<file path="config.mk">
export PLATFORM = sky130hd
export DESIGN_NAME = rsadc_ctrl
export DESIGN_NICKNAME = d
export VERILOG_FILES = /design/src/rsadc_pkg.sv /design/src/rsadc_ctrl.sv
export VERILOG_INCLUDE_DIRS = /design/src
export SDC_FILE = /design/constraint.sdc
export NUM_CORES = 1
export LEC_CHECK = 0
export BUFFER_PORTS_ARGS = -buffer_cell sky130_fd_sc_hd__buf_4
export CORE_UTILIZATION = 57
export DETAILED_ROUTE_END_ITERATION = 12
export GPL_ROUTABILITY_DRIVEN = 0
export PLACE_DENSITY = 0.8
export SLEW_MARGIN = 20
export SYNTH_ARGS = -nofsm -noshare
export SYNTH_HDL_FRONTEND = slang
export SYNTH_SLANG_ARGS = --single-unit
</file>
<file path="constraint.sdc">
create_clock -name i_sys_clk -period 6.1 [get_ports i_sys_clk]
set_input_delay 1.22 -clock i_sys_clk [delete_from_list [all_inputs] [get_ports i_sys_clk]]
set_output_delay 1.22 -clock i_sys_clk [all_outputs]
set_load 0.02 [all_outputs]
</file>
<file path="src/rsadc_defs.svh">
// Constants for the differential port direction control block.
`ifndef RSADC_DEFS_SVH
`define RSADC_DEFS_SVH
// Baud tick divider parameters.
`define RSADC_DIV_W 16
// Bits per character used for the hold time (start, 8 data, parity, 2 stop).
`define RSADC_CHAR_BITS 9'h00C
// UART samples sixteen ticks per bit.
`define RSADC_TICKS_PER_BIT 9'h010
// Store depth per direction.
`define RSADC_FIFO_DEPTH 16
`define RSADC_FIFO_AW 4
`define RSADC_CNT_W 5
// Default divisor for 115,200 baud from the 200 MHz clock at 16 ticks per bit.
`define RSADC_DIV_1X 16'h006C
`endif

</file>
<file path="src/rsadc_pkg.sv">
// Types for the differential port direction control block.
`default_nettype none
package rsadc_pkg;
    typedef enum logic [1:0]
    {
        RSADC_IDLE = 2'b00,
        RSADC_SEND = 2'b01,
        RSADC_HOLD = 2'b11
    } rsadc_state_e;
endpackage
`default_nettype wire

</file>
<file path="src/rsadc_ctrl.sv">
// Automatic driver and receiver direction control with character stores.
`timescale 1ns/1ps
`default_nettype none
`include "rsadc_defs.svh"
module rsadc_ctrl
    import rsadc_pkg::*;
(
    // Clock and reset.
    input wire logic i_sys_clk,
    input wire logic i_rst_n,
    // Configuration.
    input wire logic [`RSADC_DIV_W-1:0] i_baud_div,
    input wire logic i_clk_x4,
    input wire logic i_full_duplex,
    // Transmit side, from software.
    input wire logic i_tx_valid,
    input wire logic [7:0] i_tx_data,
    output logic o_tx_ready,
    // Transmit side, towards the UART shifter.
    output logic o_shift_valid,
    output logic [7:0] o_shift_data,
    input wire logic i_shift_take,
    input wire logic i_shift_busy,
    // Receive side.
    input wire logic i_rx_line,
    output logic o_rx_line,
    input wire logic i_rx_valid,
    input wire logic [7:0] i_rx_data,
    output logic o_rx_ready,
    output logic o_rd_valid,
    output logic [7:0] o_rd_data,
    input wire logic i_rd_take,
    // Transceiver controls.
    output logic o_drv_en,
    output logic o_rcv_en,
    output logic o_baud_tick
);

    function automatic logic [`RSADC_FIFO_AW-1:0] ptr_inc(input logic [`RSADC_FIFO_AW-1:0] p);
        ptr_inc = p + 4'h1;
    endfunction

    // ======================================================
    // Baud tick divider.
    // ======================================================
    logic [`RSADC_DIV_W-1:0] div_cnt, next_div_cnt, div_load;
    logic tick, next_tick;
    always_comb
    begin
        // The x4 option shortens the divisor, so hold time tracks the faster clock.
        div_load = i_clk_x4 ? {2'b00, i_baud_div[`RSADC_DIV_W-1:2]} : i_baud_div;
        if (div_load == 16'h0000)
        begin
            div_load = 16'h0001;
        end
        next_tick = 1'b0;
        next_div_cnt = div_cnt - 16'h0001;
        if (div_cnt <= 16'h0001)
        begin
            next_div_cnt = div_load;
            next_tick = 1'b1;
        end
    end
    always_ff @(posedge i_sys_clk or negedge i_rst_n)
    begin
        if (!i_rst_n)
        begin
            div_cnt <= 16'h0001;
            tick <= 1'b0;
        end
        else
        begin
            div_cnt <= next_div_cnt;
            tick <= next_tick;
        end
    end

    // ======================================================
    // Transmit and receive stores.
    // ======================================================
    logic [7:0] tx_mem [`RSADC_FIFO_DEPTH];
    logic [7:0] rx_mem [`RSADC_FIFO_DEPTH];
    logic [`RSADC_FIFO_AW-1:0] tx_wp, tx_rp, rx_wp, rx_rp;
    logic [`RSADC_FIFO_AW-1:0] next_tx_wp, next_tx_rp, next_rx_wp, next_rx_rp;
    logic [`RSADC_CNT_W-1:0] tx_cnt, rx_cnt, next_tx_cnt, next_rx_cnt;
    logic tx_push, tx_pop, rx_push, rx_pop;
    // Flags are registered so that every top-level output comes from a flop.
    logic tx_rdy, rx_rdy, sh_vld, rd_vld;
    logic next_tx_rdy, next_rx_rdy, next_sh_vld, next_rd_vld;
    always_comb
    begin
        tx_push = i_tx_valid && o_tx_ready;
        tx_pop = i_shift_take && o_shift_valid;
        rx_push = i_rx_valid && o_rx_ready && o_rcv_en;
        rx_pop = i_rd_take && o_rd_valid;
        next_tx_wp = tx_push ? ptr_inc(tx_wp) : tx_wp;
        next_tx_rp = tx_pop ? ptr_inc(tx_rp) : tx_rp;
        next_rx_wp = rx_push ? ptr_inc(rx_wp) : rx_wp;
        next_rx_rp = rx_pop ? ptr_inc(rx_rp) : rx_rp;
        next_tx_cnt = tx_cnt + {4'h0, tx_push} - {4'h0, tx_pop};
        next_rx_cnt = rx_cnt + {4'h0, rx_push} - {4'h0, rx_pop};
        next_tx_rdy = (next_tx_cnt != 5'h10);
        next_rx_rdy = (next_rx_cnt != 5'h10);
        next_sh_vld = (next_tx_cnt != 5'h00);
        next_rd_vld = (next_rx_cnt != 5'h00);
    end
    always_ff @(posedge i_sys_clk)
    begin
        if (tx_push)
        begin
            tx_mem[tx_wp] <= i_tx_data;
        end
        if (rx_push)
        begin
            rx_mem[rx_wp] <= i_rx_data;
        end
    end
    always_ff @(posedge i_sys_clk or negedge i_rst_n)
    begin
        if (!i_rst_n)
        begin
            tx_wp <= 4'h0;
            tx_rp <= 4'h0;
            rx_wp <= 4'h0;
            rx_rp <= 4'h0;
            tx_cnt <= 5'h00;
            rx_cnt <= 5'h00;
            o_shift_data <= 8'h00;
            o_rd_data <= 8'h00;
            tx_rdy <= 1'b1;
            rx_rdy <= 1'b1;
            sh_vld <= 1'b0;
            rd_vld <= 1'b0;
        end
        else
        begin
            tx_wp <= next_tx_wp;
            tx_rp <= next_tx_rp;
            rx_wp <= next_rx_wp;
            rx_rp <= next_rx_rp;
            tx_cnt <= next_tx_cnt;
            rx_cnt <= next_rx_cnt;
            tx_rdy <= next_tx_rdy;
            rx_rdy <= next_rx_rdy;
            sh_vld <= next_sh_vld;
            rd_vld <= next_rd_vld;
            // Head word is registered so outputs come straight from flops.
            o_shift_data <= (tx_push && next_tx_cnt == 5'h01) ? i_tx_data : tx_mem[next_tx_rp];
            o_rd_data <= (rx_push && next_rx_cnt == 5'h01) ? i_rx_data : rx_mem[next_rx_rp];
        end
    end
    always_comb
    begin
        o_tx_ready = tx_rdy;
        o_rx_ready = rx_rdy;
        o_shift_valid = sh_vld;
        o_rd_valid = rd_vld;
    end

    // ======================================================
    // Direction control.
    // ======================================================
    // A full character is counted in baud ticks, so the hold scales with any rate.
    rsadc_state_e state, next_state;
    logic [8:0] hold_cnt, next_hold_cnt;
    logic drv_en, next_drv_en, rcv_en, next_rcv_en, rxl, next_rxl;
    logic pending;
    always_comb
    begin
        pending = o_shift_valid || i_shift_busy || tx_push;
        next_state = state;
        next_hold_cnt = hold_cnt;
        case (state)
            RSADC_IDLE:
            begin
                if (pending)
                begin
                    next_state = RSADC_SEND;
                end
            end
            RSADC_SEND:
            begin
                if (!pending)
                begin
                    next_state = RSADC_HOLD;
                    next_hold_cnt = 9'(`RSADC_CHAR_BITS * `RSADC_TICKS_PER_BIT);
                end
            end
            RSADC_HOLD:
            begin
                if (pending)
                begin
                    next_state = RSADC_SEND;
                end
                else if (tick)
                begin
                    next_hold_cnt = hold_cnt - 9'h001;
                    if (hold_cnt == 9'h001)
                    begin
                        next_state = RSADC_IDLE;
                    end
                end
            end
            default:
            begin
                next_state = RSADC_IDLE;
            end
        endcase
        // Full duplex bypasses direction control entirely.
        next_drv_en = i_full_duplex || (next_state != RSADC_IDLE);
        next_rcv_en = i_full_duplex || !next_drv_en;
        next_rxl = next_rcv_en ? i_rx_line : 1'b1;
    end
    always_ff @(posedge i_sys_clk or negedge i_rst_n)
    begin
        if (!i_rst_n)
        begin
            state <= RSADC_IDLE;
            hold_cnt <= 9'h000;
            drv_en <= 1'b0;
            rcv_en <= 1'b1;
            rxl <= 1'b1;
        end
        else
        begin
            state <= next_state;
            hold_cnt <= next_hold_cnt;
            drv_en <= next_drv_en;
            rcv_en <= next_rcv_en;
            rxl <= next_rxl;
        end
    end
    always_comb
    begin
        o_drv_en = drv_en;
        o_rcv_en = rcv_en;
        o_rx_line = rxl;
        o_baud_tick = tick;
    end

endmodule
`default_nettype wire

</file>
==> impl_metrics.ini, run 1 <==
[floorplan]
start_util_pct = 58.14
die_w_um = 168.0
rows = 60
ios = 66
core_area_um2 = 27030
fp.dieH_um = 168.0
die_area_um2 = 28230

[critical_path]
path_max_fanout = 57
path_delay_family = flip-flops
rr_worst_depth = 8
critPathMaxStageDelay_ns = 1.09
crit_buf_inv = 1
required_ns = 6.54
crit_path_top_delay_cell = dfrtp_2
crit_chain = ha_2, and3_1, a21oi_2, inv_1, mux4_2, nor2_1, or3_1, a31oi_1
crit_arrival_ns = 4.97
critPathLaunchType = register
path_class = reg2reg
cp.depth = 8
critPathCaptureType = register

[yosys]
synth_edf_count = 256
synth_seq_cells = 333
synth_flop_cell = edfxtp_1
synth.top_cell.area_share_pct = 48.92
postSynthAreaPerCell_um2 = 12.84
ys_warn_count = 0
synthCells = 1224
post-synth-top-count-cell = edfxtp_1
ys_async_sr_fraction_pct = 23.12
syn_nets = 1292
synth_area_leaders = edfxtp_1 49%, dfrtp_1 11%, mux2i_1 6.0%
ys_types = 78
synth_area_um2 = 15710
synth_top_area_cell = edfxtp_1
synth_commonest_cells = 256 x edfxtp_1, 94 x mux2i_1, 88 x nand2_1
ys_seq_area_share_pct = 61.23

[timing]
period_share_pct = 74.24
tightest_slew_ns = 1.098
timing.final.hold_violations = 0
finalCriticalPeriod_ns = 4.528
rsz0062_at_grt = false
fin_tns_setup_ns = 0
fin_ws_ns = 1.572
maxClockFrequency_ghz = 0.2208
slew_violations = 0
final-setup-viol-count = 0
max_slew_margin_pct = 26.77
hold_slack_ns = 0.4903
fin_skew_ns = 0.02852

[finish]
fin_util_pct = 64.96
multi_input_area_um2 = 5667
fin_nets = 1334
postLayoutCellArea_um2 = 17560
fillers = 1966
area_growth_syn_to_layout_pct = 11.74
diodes = 0
seqCellArea_um2 = 9623
drive_gt1_share_pct = 14.77

[clocking]
clockBufferDepth = 3
clk_pin_slew_worst_paths_ns = 0.06
cts_resized = 0
cts_root_buffer = clkbuf_16
cts_tree = done
cts-hold-fix-buffers = 0
cts_buffers = 35
insertion_delay_ns = 0.52
postCtsSetupBuffers = 0
cts_htree_levels = 2
clock-sinks = 333

[detailed_routing]
drtIter0Drc = 1306
drc_errors = 0
drt-total-wl_mm = 36.44
drtPass1Iterations = 6
drtAntennaViolNets = 0
post_drt_wl_per_cell_um = 22.30
viasPerCell = 6.468
vias = 10570

[placed_design]
io_buffers = 65
dp_slack_ns = 1.608
dp_hpwl_mm = 23.04
dpl_cell_area_um2 = 16440

[global_routing]
first_global_vias = 10310
grt-ovfl-total = 0
grt_usage_pct = 26.04
grt_pass1_wl_mm = 56.79
antenna_found_initial = 0
grt_max_degree = 75

[min_path]
worst_hold_path_type = in2async

[power_and_ir_drop]
ir_worst_vdd_v = 0.0003337
p_leak_nw = 6.332
power_density_nw_per_um2 = 486.0

[run]
drv_cap = 0

[run_status]
status = finished, final reports clean
==> worst register-to-register path: cells and delay by family (launching register included) <==
family                     cells  cell delay [ns]
AOI/OAI and AO/OA              2             0.78
adders and majority gates      1             0.83
buffers and inverters          1             0.61
DFF                            1             1.09
muxes                          1             0.36
and+or+nand+nor                3             0.78
==> state kept, by name, summed over array words and instances, names as in the netlist, 2 cells and up <==
signal and flops:
div_cnt 16, hold_cnt 9, o_rd_data 8, o_shift_data 8, rx_cnt 5, rx_mem 128, rx_rp 4, rx_wp 4
state 2, tx_cnt 5, tx_mem 128, tx_rp 4, tx_wp 4
==> per-stage QoR <==
step / power [mW] / cells
6_report: 8.532 / 1634
5_1_grt: 8.953 / 1634
4_1_cts: 8.518 / 1634
3_5_place_dp: 6.463 / 1570
3_3_place_gp: 6.340 / 1570
2_1_floorplan: 5.529 / 1224
==> cell families after synthesis <==
logic type               after synthesis  synth area share [%]
multiplexers                         117                 8.497
AO/OA/AOI/OAI                        287                 12.74
XOR/XNOR                              34                 2.015
AND/OR/NAND/NOR                      313                 10.37
flip-flops                           333                 61.23
buffers and inverters                114                 2.986
adder cells (fa/ha/maj)               26                 2.166
==> worst paths after layout <==
path	startpoint	end	slack [ns]
worst max-delay path	tx_rp[1]	o_shift_data[2]	1.57
max in group asynchronous	i_rst_n	tx_rp[1]	4.41
worst min register to register	hold_cnt[5]	hold_cnt[5]	0.52
min in group i_sys_clk	hold_cnt[5]	hold_cnt[5]	0.52
worst max register to register	tx_rp[1]	o_shift_data[2]	1.57
worst min-delay path	i_rst_n	rx_rp[0]	0.49
==> report_power, final <==
part	internal, mW	switching [mW]	leakage [nW]
Combinational	1.37	2.04	2.57
Clock	1.19	0.845	0.543
Sequential	2.79	0.298	3.22
Total	5.35	3.18	6.33
==> layout make-up <==
type | instances | area share [%]
clock buffer | 50 | 5.716
clock inverter | 14 | 0.5986
inverter | 43 | 0.9193
multi-input combinational | 777 | 32.28
sequential | 333 | 54.81
tap | 341 | 2.430
timing repair buffer | 76 | 3.250
==> layout by cell type (no fill, tap or decap), types with 8 or more instances in the layout <==
cell type / Yosys / routed
edfxtp_1: 256 / 256
mux2i_1: 94 / 94
nand2_1: 88 / 88
buf_4: 1 / 76
dfrtp_1: 72 / 70
a21oi_1: 69 / 69
a211oi_1: 55 / 55
nor2_1: 53 / 53
nor2b_1: 49 / 49
inv_1: 37 / 37
o21ai_0: 36 / 36
clkbuf_16: 0 / 36
xnor2_1: 25 / 22
ha_1: 24 / 22
o221ai_1: 21 / 21
and2_1: 19 / 19
nand4_1: 19 / 19
nor3_1: 18 / 16
a31oi_1: 16 / 16
nand3_1: 13 / 13
mux4_2: 12 / 12
or3_1: 11 / 11
mux2_2: 11 / 11
o22ai_1: 9 / 9
a22o_1: 9 / 9
clkbuf_1: 39 / 9
a211oi_2: 8 / 8
xor2_1: 8 / 8
a211o_1: 8 / 8
==> layer usage <==
metal / wire (µm) / track usage (%) / up-vias / part of all wire [%]
met5: 0 / 0 / - / 0
met4: 1271 / 9.454 / 0 / 3.5
met3: 3052 / 4.678 / 101 / 8.4
met2: 17580 / 42.43 / 541 / 48
met1: 14540 / 35.25 / 5170 / 40
li1: - / - / 4756 / -
Power figures use the tool's default switching activity.
==> inputs of run 2 (changes only) <==
==> constraint.sdc (replaced) <==
create_clock -name i_sys_clk -period 4.6 [get_ports i_sys_clk]
set_input_delay 0.92 -clock i_sys_clk [delete_from_list [all_inputs] [get_ports i_sys_clk]]
set_output_delay 0.92 -clock i_sys_clk [all_outputs]
set_load 0.02 [all_outputs]
==> run 2 against run 1 <==
Sequential share of layout area shrank 0.40 points; hold slack got worse by 0.030 ns; highest routed layer unchanged; fmax up 26%; utilization grew 0.48 points; first-iteration DRC count decreased by 8.4%; worst setup slack worse by 0.57 ns; flip-flop and latch count stayed put; non-clock buffer count increased by 12; count of clock-buffer cells in the layout fell by 5; critical endpoint is now o_shift_data[1]; register-to-register slack worse by 0.57 ns.
==> impl_metrics.ini, run 2 (synthesis gave the netlist of run 1 again) <==
[finish]
layout_common_cells = 256 x edfxtp_1, 94 x mux2i_1, 88 x nand2_1
reg_top3 = rx_mem x128, tx_mem x128, div_cnt x16
diodes = 0
final_common_cell = edfxtp_1
layoutNonFillerInstCount = 1644
drive_gt1_share_pct = 15.66
area_growth_syn_to_layout_pct = 12.56
fin_nets = 1345

[clocking]
cts_resized = 0
cts_buffers = 34
insertion_delay_ns = 0.54
cts_tree = done
postCtsSetupBuffers = 0
clk_pin_slew_worst_paths_ns = 0.06
cts_htree_levels = 2
cts-hold-fix-buffers = 0
clock-sinks = 333
clockBufferDepth = 3
cts_root_buffer = clkbuf_16

[critical_path]
crit_buf_inv = 3
critPathMaxStageDelay_ns = 0.83
crit_path_top_delay_cell = or4b_1
crit_arrival_ns = 3.98
required_ns = 4.98
path_delay_family = simple AND/OR/NAND/NOR gates
path_class = reg2reg
critPathCaptureType = register
crit_chain = and2_1, buf_4, inv_1, ha_1, inv_1, ha_1, fa_1, a21o_1, a21oi_1, xnor2_1, or4b_1, nor2_1, a31oi_1
critPathLaunchType = register
path_max_fanout = 16

[global_routing]
grt_pass1_wl_mm = 57.06
grt_usage_pct = 26.25
grt-ovfl-total = 0
first_global_vias = 10600
antenna_found_initial = 0
grt_max_degree = 60

[power_and_ir_drop]
p_leak_nw = 6.412
seq_power_share_pct = 34.7
combinationalPowerShare_pct = 40.6
p_switching_mw = 4.292
power_frac_clock_pct = 24.7
swShare_pct = 37.20
ir_worst_vdd_v = 0.0005615
power_density_nw_per_um2 = 652.4
internal-power_mw = 7.246
p_total_mw = 11.54

[placed_design]
placed_cells = 1582
io_buffers = 65
dp_hpwl_mm = 22.77
dp_slack_ns = 0.5583

[detailed_routing]
post_drt_wl_per_cell_um = 22.14
drt-total-wl_mm = 36.39
drtAntennaViolNets = 0
viasPerCell = 6.501
drtPass1Iterations = 5
vias = 10690
drtIter0Drc = 1196
drc_errors = 0

[timing]
maxClockFrequency_ghz = 0.2777
rsz0062_at_grt = false
max_slew_margin_pct = 30.94
fin_tns_setup_ns = 0
final-setup-viol-count = 0
fin_ws_ns = 0.9989
fin_skew_ns = 0.02834
finalCriticalPeriod_ns = 3.601
slew_violations = 0
timing.final.hold_violations = 0
tightest_slew_ns = 1.027
period_share_pct = 78.28

[floorplan]
die_area_um2 = 28230
rows = 60
start_util_pct = 58.14
fp.dieH_um = 168.0
core_area_um2 = 27030
die_w_um = 168.0
ios = 66

[run_status]
status = finished, final reports clean

[run]
drv_cap = 0

[min_path]
worst_hold_path_type = in2async
==> run 2: cell types whose count changed in the layout (fill, tap and decap cells not counted), moves of 2 or more <==
cell,before,now
clkbuf_16,36,34
clkinv_2,3,7
xnor2_2,3,1
nor3_1,16,18
bufinv_16,1,4
buf_4,76,87
nor3_2,3,1
xnor2_1,22,24
clkinv_1,7,1
clkbuf_1,9,7
==> run 2: stage by stage <==
step	instance area, µm²	hold WS, ns	utilization, %
5_1_grt	17690	0.5127	65.44
6_report	17690	0.4605	65.44
3_5_place_dp	16520	0.4897	61.12
3_3_place_gp	16520	0.4870	61.12
2_1_floorplan	15710	0.4601	-
4_1_cts	17690	0.4813	65.44
==> run 2: worst paths after layout <==
check,cells after the start,slack (ns),start,to
hold reg to reg,1,0.50,hold_cnt[8],hold_cnt[8]
max in group asynchronous,2,3.24,i_rst_n,div_cnt[0]
min in group i_sys_clk,1,0.50,hold_cnt[8],hold_cnt[8]
setup reg to reg,13,1.0,o_tx_ready,o_shift_data[1]
hold / removal,1,0.46,i_rst_n,rx_rp[3]
setup / recovery,13,1.0,o_tx_ready,o_shift_data[1]
==> run 2: layout make-up <==
type,count,area [µm²]
Multi-Input combinational cell,777,5635
Sequential cell,333,9623
Clock inverter,17,234.0
Timing Repair Buffer,88,673.1
Inverter,43,161.4
Clock buffer,45,932.1
Tap cell,341,426.7
Fill cell,1921,9340
==> run 2: per-layer routing <==
metal  share of wire, %  GRT usage, %  up-vias
met4                2.9         9.214        0
met3                7.7         4.325       89
met2                 48         43.15      510
li1                   -             -     4775
met5                  0             0        -
met1                 41         35.61     5313
==> run 2: power by group through the flow <==
stage / clock, mW / combinational [mW] / sequential (mW)
floorplan: 0 / 3.30 / 4.03
global placement: 0 / 4.43 / 4.03
detailed placement: 0 / 4.57 / 4.05
CTS: 2.88 / 4.63 / 4.00
global route: 2.99 / 5.07 / 4.04
finish: 2.85 / 4.68 / 4.01
==> inputs of run 3 (changes only) <==
==> constraint.sdc (replaced) <==
create_clock -name i_sys_clk -period 3.4 [get_ports i_sys_clk]
set_input_delay 0.68 -clock i_sys_clk [delete_from_list [all_inputs] [get_ports i_sys_clk]]
set_output_delay 0.68 -clock i_sys_clk [all_outputs]
set_load 0.02 [all_outputs]
==> run 3 against run 2 <==
Clock skew decreased by 0.012 ns; clock power grew 36%; fmax up 14%; worst setup slack lost 0.76 ns; sequential power is 34% higher; final area is 1.0% higher; non-clock buffer count is 9 higher; die area unchanged; via count decreased by 0.75%; largest cell class unchanged.
==> impl_metrics.ini, run 3 (synthesis gave the netlist of run 1 again) <==
[run_status]
status = finished, final reports clean

[timing]
hold_slack_ns = 0.2014
fin_skew_ns = 0.01659
max_slew_margin_pct = 45.99
finalCriticalPeriod_ns = 3.158
tightest_slew_ns = 0.8072
period_share_pct = 92.88
timing.final.hold_violations = 0
maxClockFrequency_ghz = 0.3167
rsz0062_at_grt = false
fin_tns_setup_ns = 0
final-setup-viol-count = 0
slew_violations = 0

[critical_path]
critPathCaptureType = register
required_ns = 3.80
r2r-end = o_shift_data[0]
crit_path_top_delay_cell = dfstp_2
critPathLaunchType = register
critPathLaunch = o_tx_ready
critPathMaxStageDelay_ns = 0.53
crit_chain = and2_1, inv_1, ha_1, inv_1, ha_1, fa_2, a21o_1, a21oi_1, xnor2_1, or4b_1, buf_4, nor2_1, a31oi_1
path_class = reg2reg
rr_startpoint = o_tx_ready
r2r_slack_ns = 0.24
path_max_fanout = 16
crit_arrival_ns = 3.56
rr_worst_depth = 13
endpoint = o_shift_data[0]

[detailed_routing]
viasPerCell = 6.401
drt-total-wl_mm = 35.92
post_drt_wl_per_cell_um = 21.68
drtPass1Iterations = 6
vias = 10610
drtIter0Drc = 1051
drtAntennaViolNets = 0
drc_errors = 0

[floorplan]
die_area_um2 = 28230
start_util_pct = 58.14
fp.dieH_um = 168.0
core_area_um2 = 27030
rows = 60
ios = 66
die_w_um = 168.0

[power_and_ir_drop]
p_leak_nw = 6.508
power_density_nw_per_um2 = 884.4
internal-power_mw = 9.974
swShare_pct = 36.89
seq_power_share_pct = 33.9
power_frac_clock_pct = 24.6
p_switching_mw = 5.829
ir_worst_vdd_v = 0.0008632
combinationalPowerShare_pct = 41.5
p_total_mw = 15.80

[placed_design]
dp_hpwl_mm = 22.75
io_buffers = 65
placed_cells = 1591

[clocking]
cts-hold-fix-buffers = 0
cts_buffers = 36
insertion_delay_ns = 0.53
cts_tree = done
cts_resized = 0
clk_pin_slew_worst_paths_ns = 0.06
cts_root_buffer = clkbuf_16
postCtsSetupBuffers = 0
cts_htree_levels = 2
clock-sinks = 333
clockBufferDepth = 3

[run]
drv_cap = 0

[global_routing]
grt_usage_pct = 25.86
use_met3_pct = 3.620
first_global_vias = 10550
antenna_found_initial = 0
use_met2_pct = 44.37
grt_max_degree = 78
grt-ovfl-total = 0
grt_pass1_wl_mm = 56.63
grt_busiest_layer = met2
gr-usage-met1_pct = 33.31

[finish]
drive_gt1_share_pct = 16.57
area_growth_syn_to_layout_pct = 13.72
diodes = 0
final_common_cell = edfxtp_1
layoutNonFillerInstCount = 1657
fin_nets = 1356
layout_common_cells = 256 x edfxtp_1, 94 x mux2i_1, 94 x buf_4
fillers = 1866
reg_top3 = rx_mem x128, tx_mem x128, div_cnt x16
seqCellArea_um2 = 9623
multi_input_area_um2 = 5705

[min_path]
worst_hold_path_type = in2async
run 3: changes by cell type in the layout (fill, tap and decap cells not counted), sizes merged:
cell      before  now
clkbuf        45   49
buf           88   97
clkinv        10   12
clkinvlp       1    0
bufinv         4    3
run 3: metal layers:
metal | routed length, µm | vias up
met5 | 0 | -
met4 | 1202 | 0
met3 | 2485 | 95
met2 | 17900 | 482
met1 | 14330 | 5222
li1 | - | 4808
run 3: worst min path at each step:
stage           startpoint          end  slack (ns)
6_report           i_rst_n   div_cnt[5]        0.20
2_1_floorplan      i_rst_n  div_cnt[10]        0.38
3_3_place_gp   hold_cnt[8]  hold_cnt[8]        0.48
4_1_cts          i_rx_line    o_rx_line        0.34
3_5_place_dp   hold_cnt[8]  hold_cnt[8]        0.49
5_1_grt            i_rst_n   div_cnt[3]        0.25
run 3: cell type report:
type / instances / area share [%]
sequential: 333 / 53.85
multi-input combinational: 777 / 31.93
clock buffer: 49 / 5.595
timing repair buffer: 97 / 4.236
tap: 341 / 2.388
clock inverter: 17 / 1.064
inverter: 43 / 0.9313
run 3: critical path, delay by kind of cell (launching register included):
| kind | cells | cell delay, ns |
|---|---|---|
| fa+ha+maj | 3 | 0.90 |
| flops | 1 | 0.53 |
| compound gates | 3 | 0.42 |
| buf+inv | 3 | 0.30 |
| simple gates | 3 | 0.76 |
| xor+xnor | 1 | 0.14 |
run 3: metrics by stage:
| stage | setup WS, ns | cell area [µm²] | utilization, % |
|---|---|---|---|
| 2_1_floorplan | 0.001165 | 15820 | - |
| 6_report | 0.2421 | 17870 | 66.12 |
| 5_1_grt | 0.05211 | 17870 | 66.12 |
| 3_3_place_gp | 0.1139 | 16670 | 61.70 |
| 4_1_cts | 0.2327 | 17860 | 66.10 |
| 3_5_place_dp | 0.01366 | 16670 | 61.70 |
run 3: power groups by stage:
stage	registers, mW	clock network [mW]	logic (mW)
global placement	5.41	0	6.22
finish	5.36	3.89	6.55
global route	5.40	4.09	7.07
detailed placement	5.43	0	6.42
CTS	5.36	3.94	6.50
floorplan	5.45	0	4.58
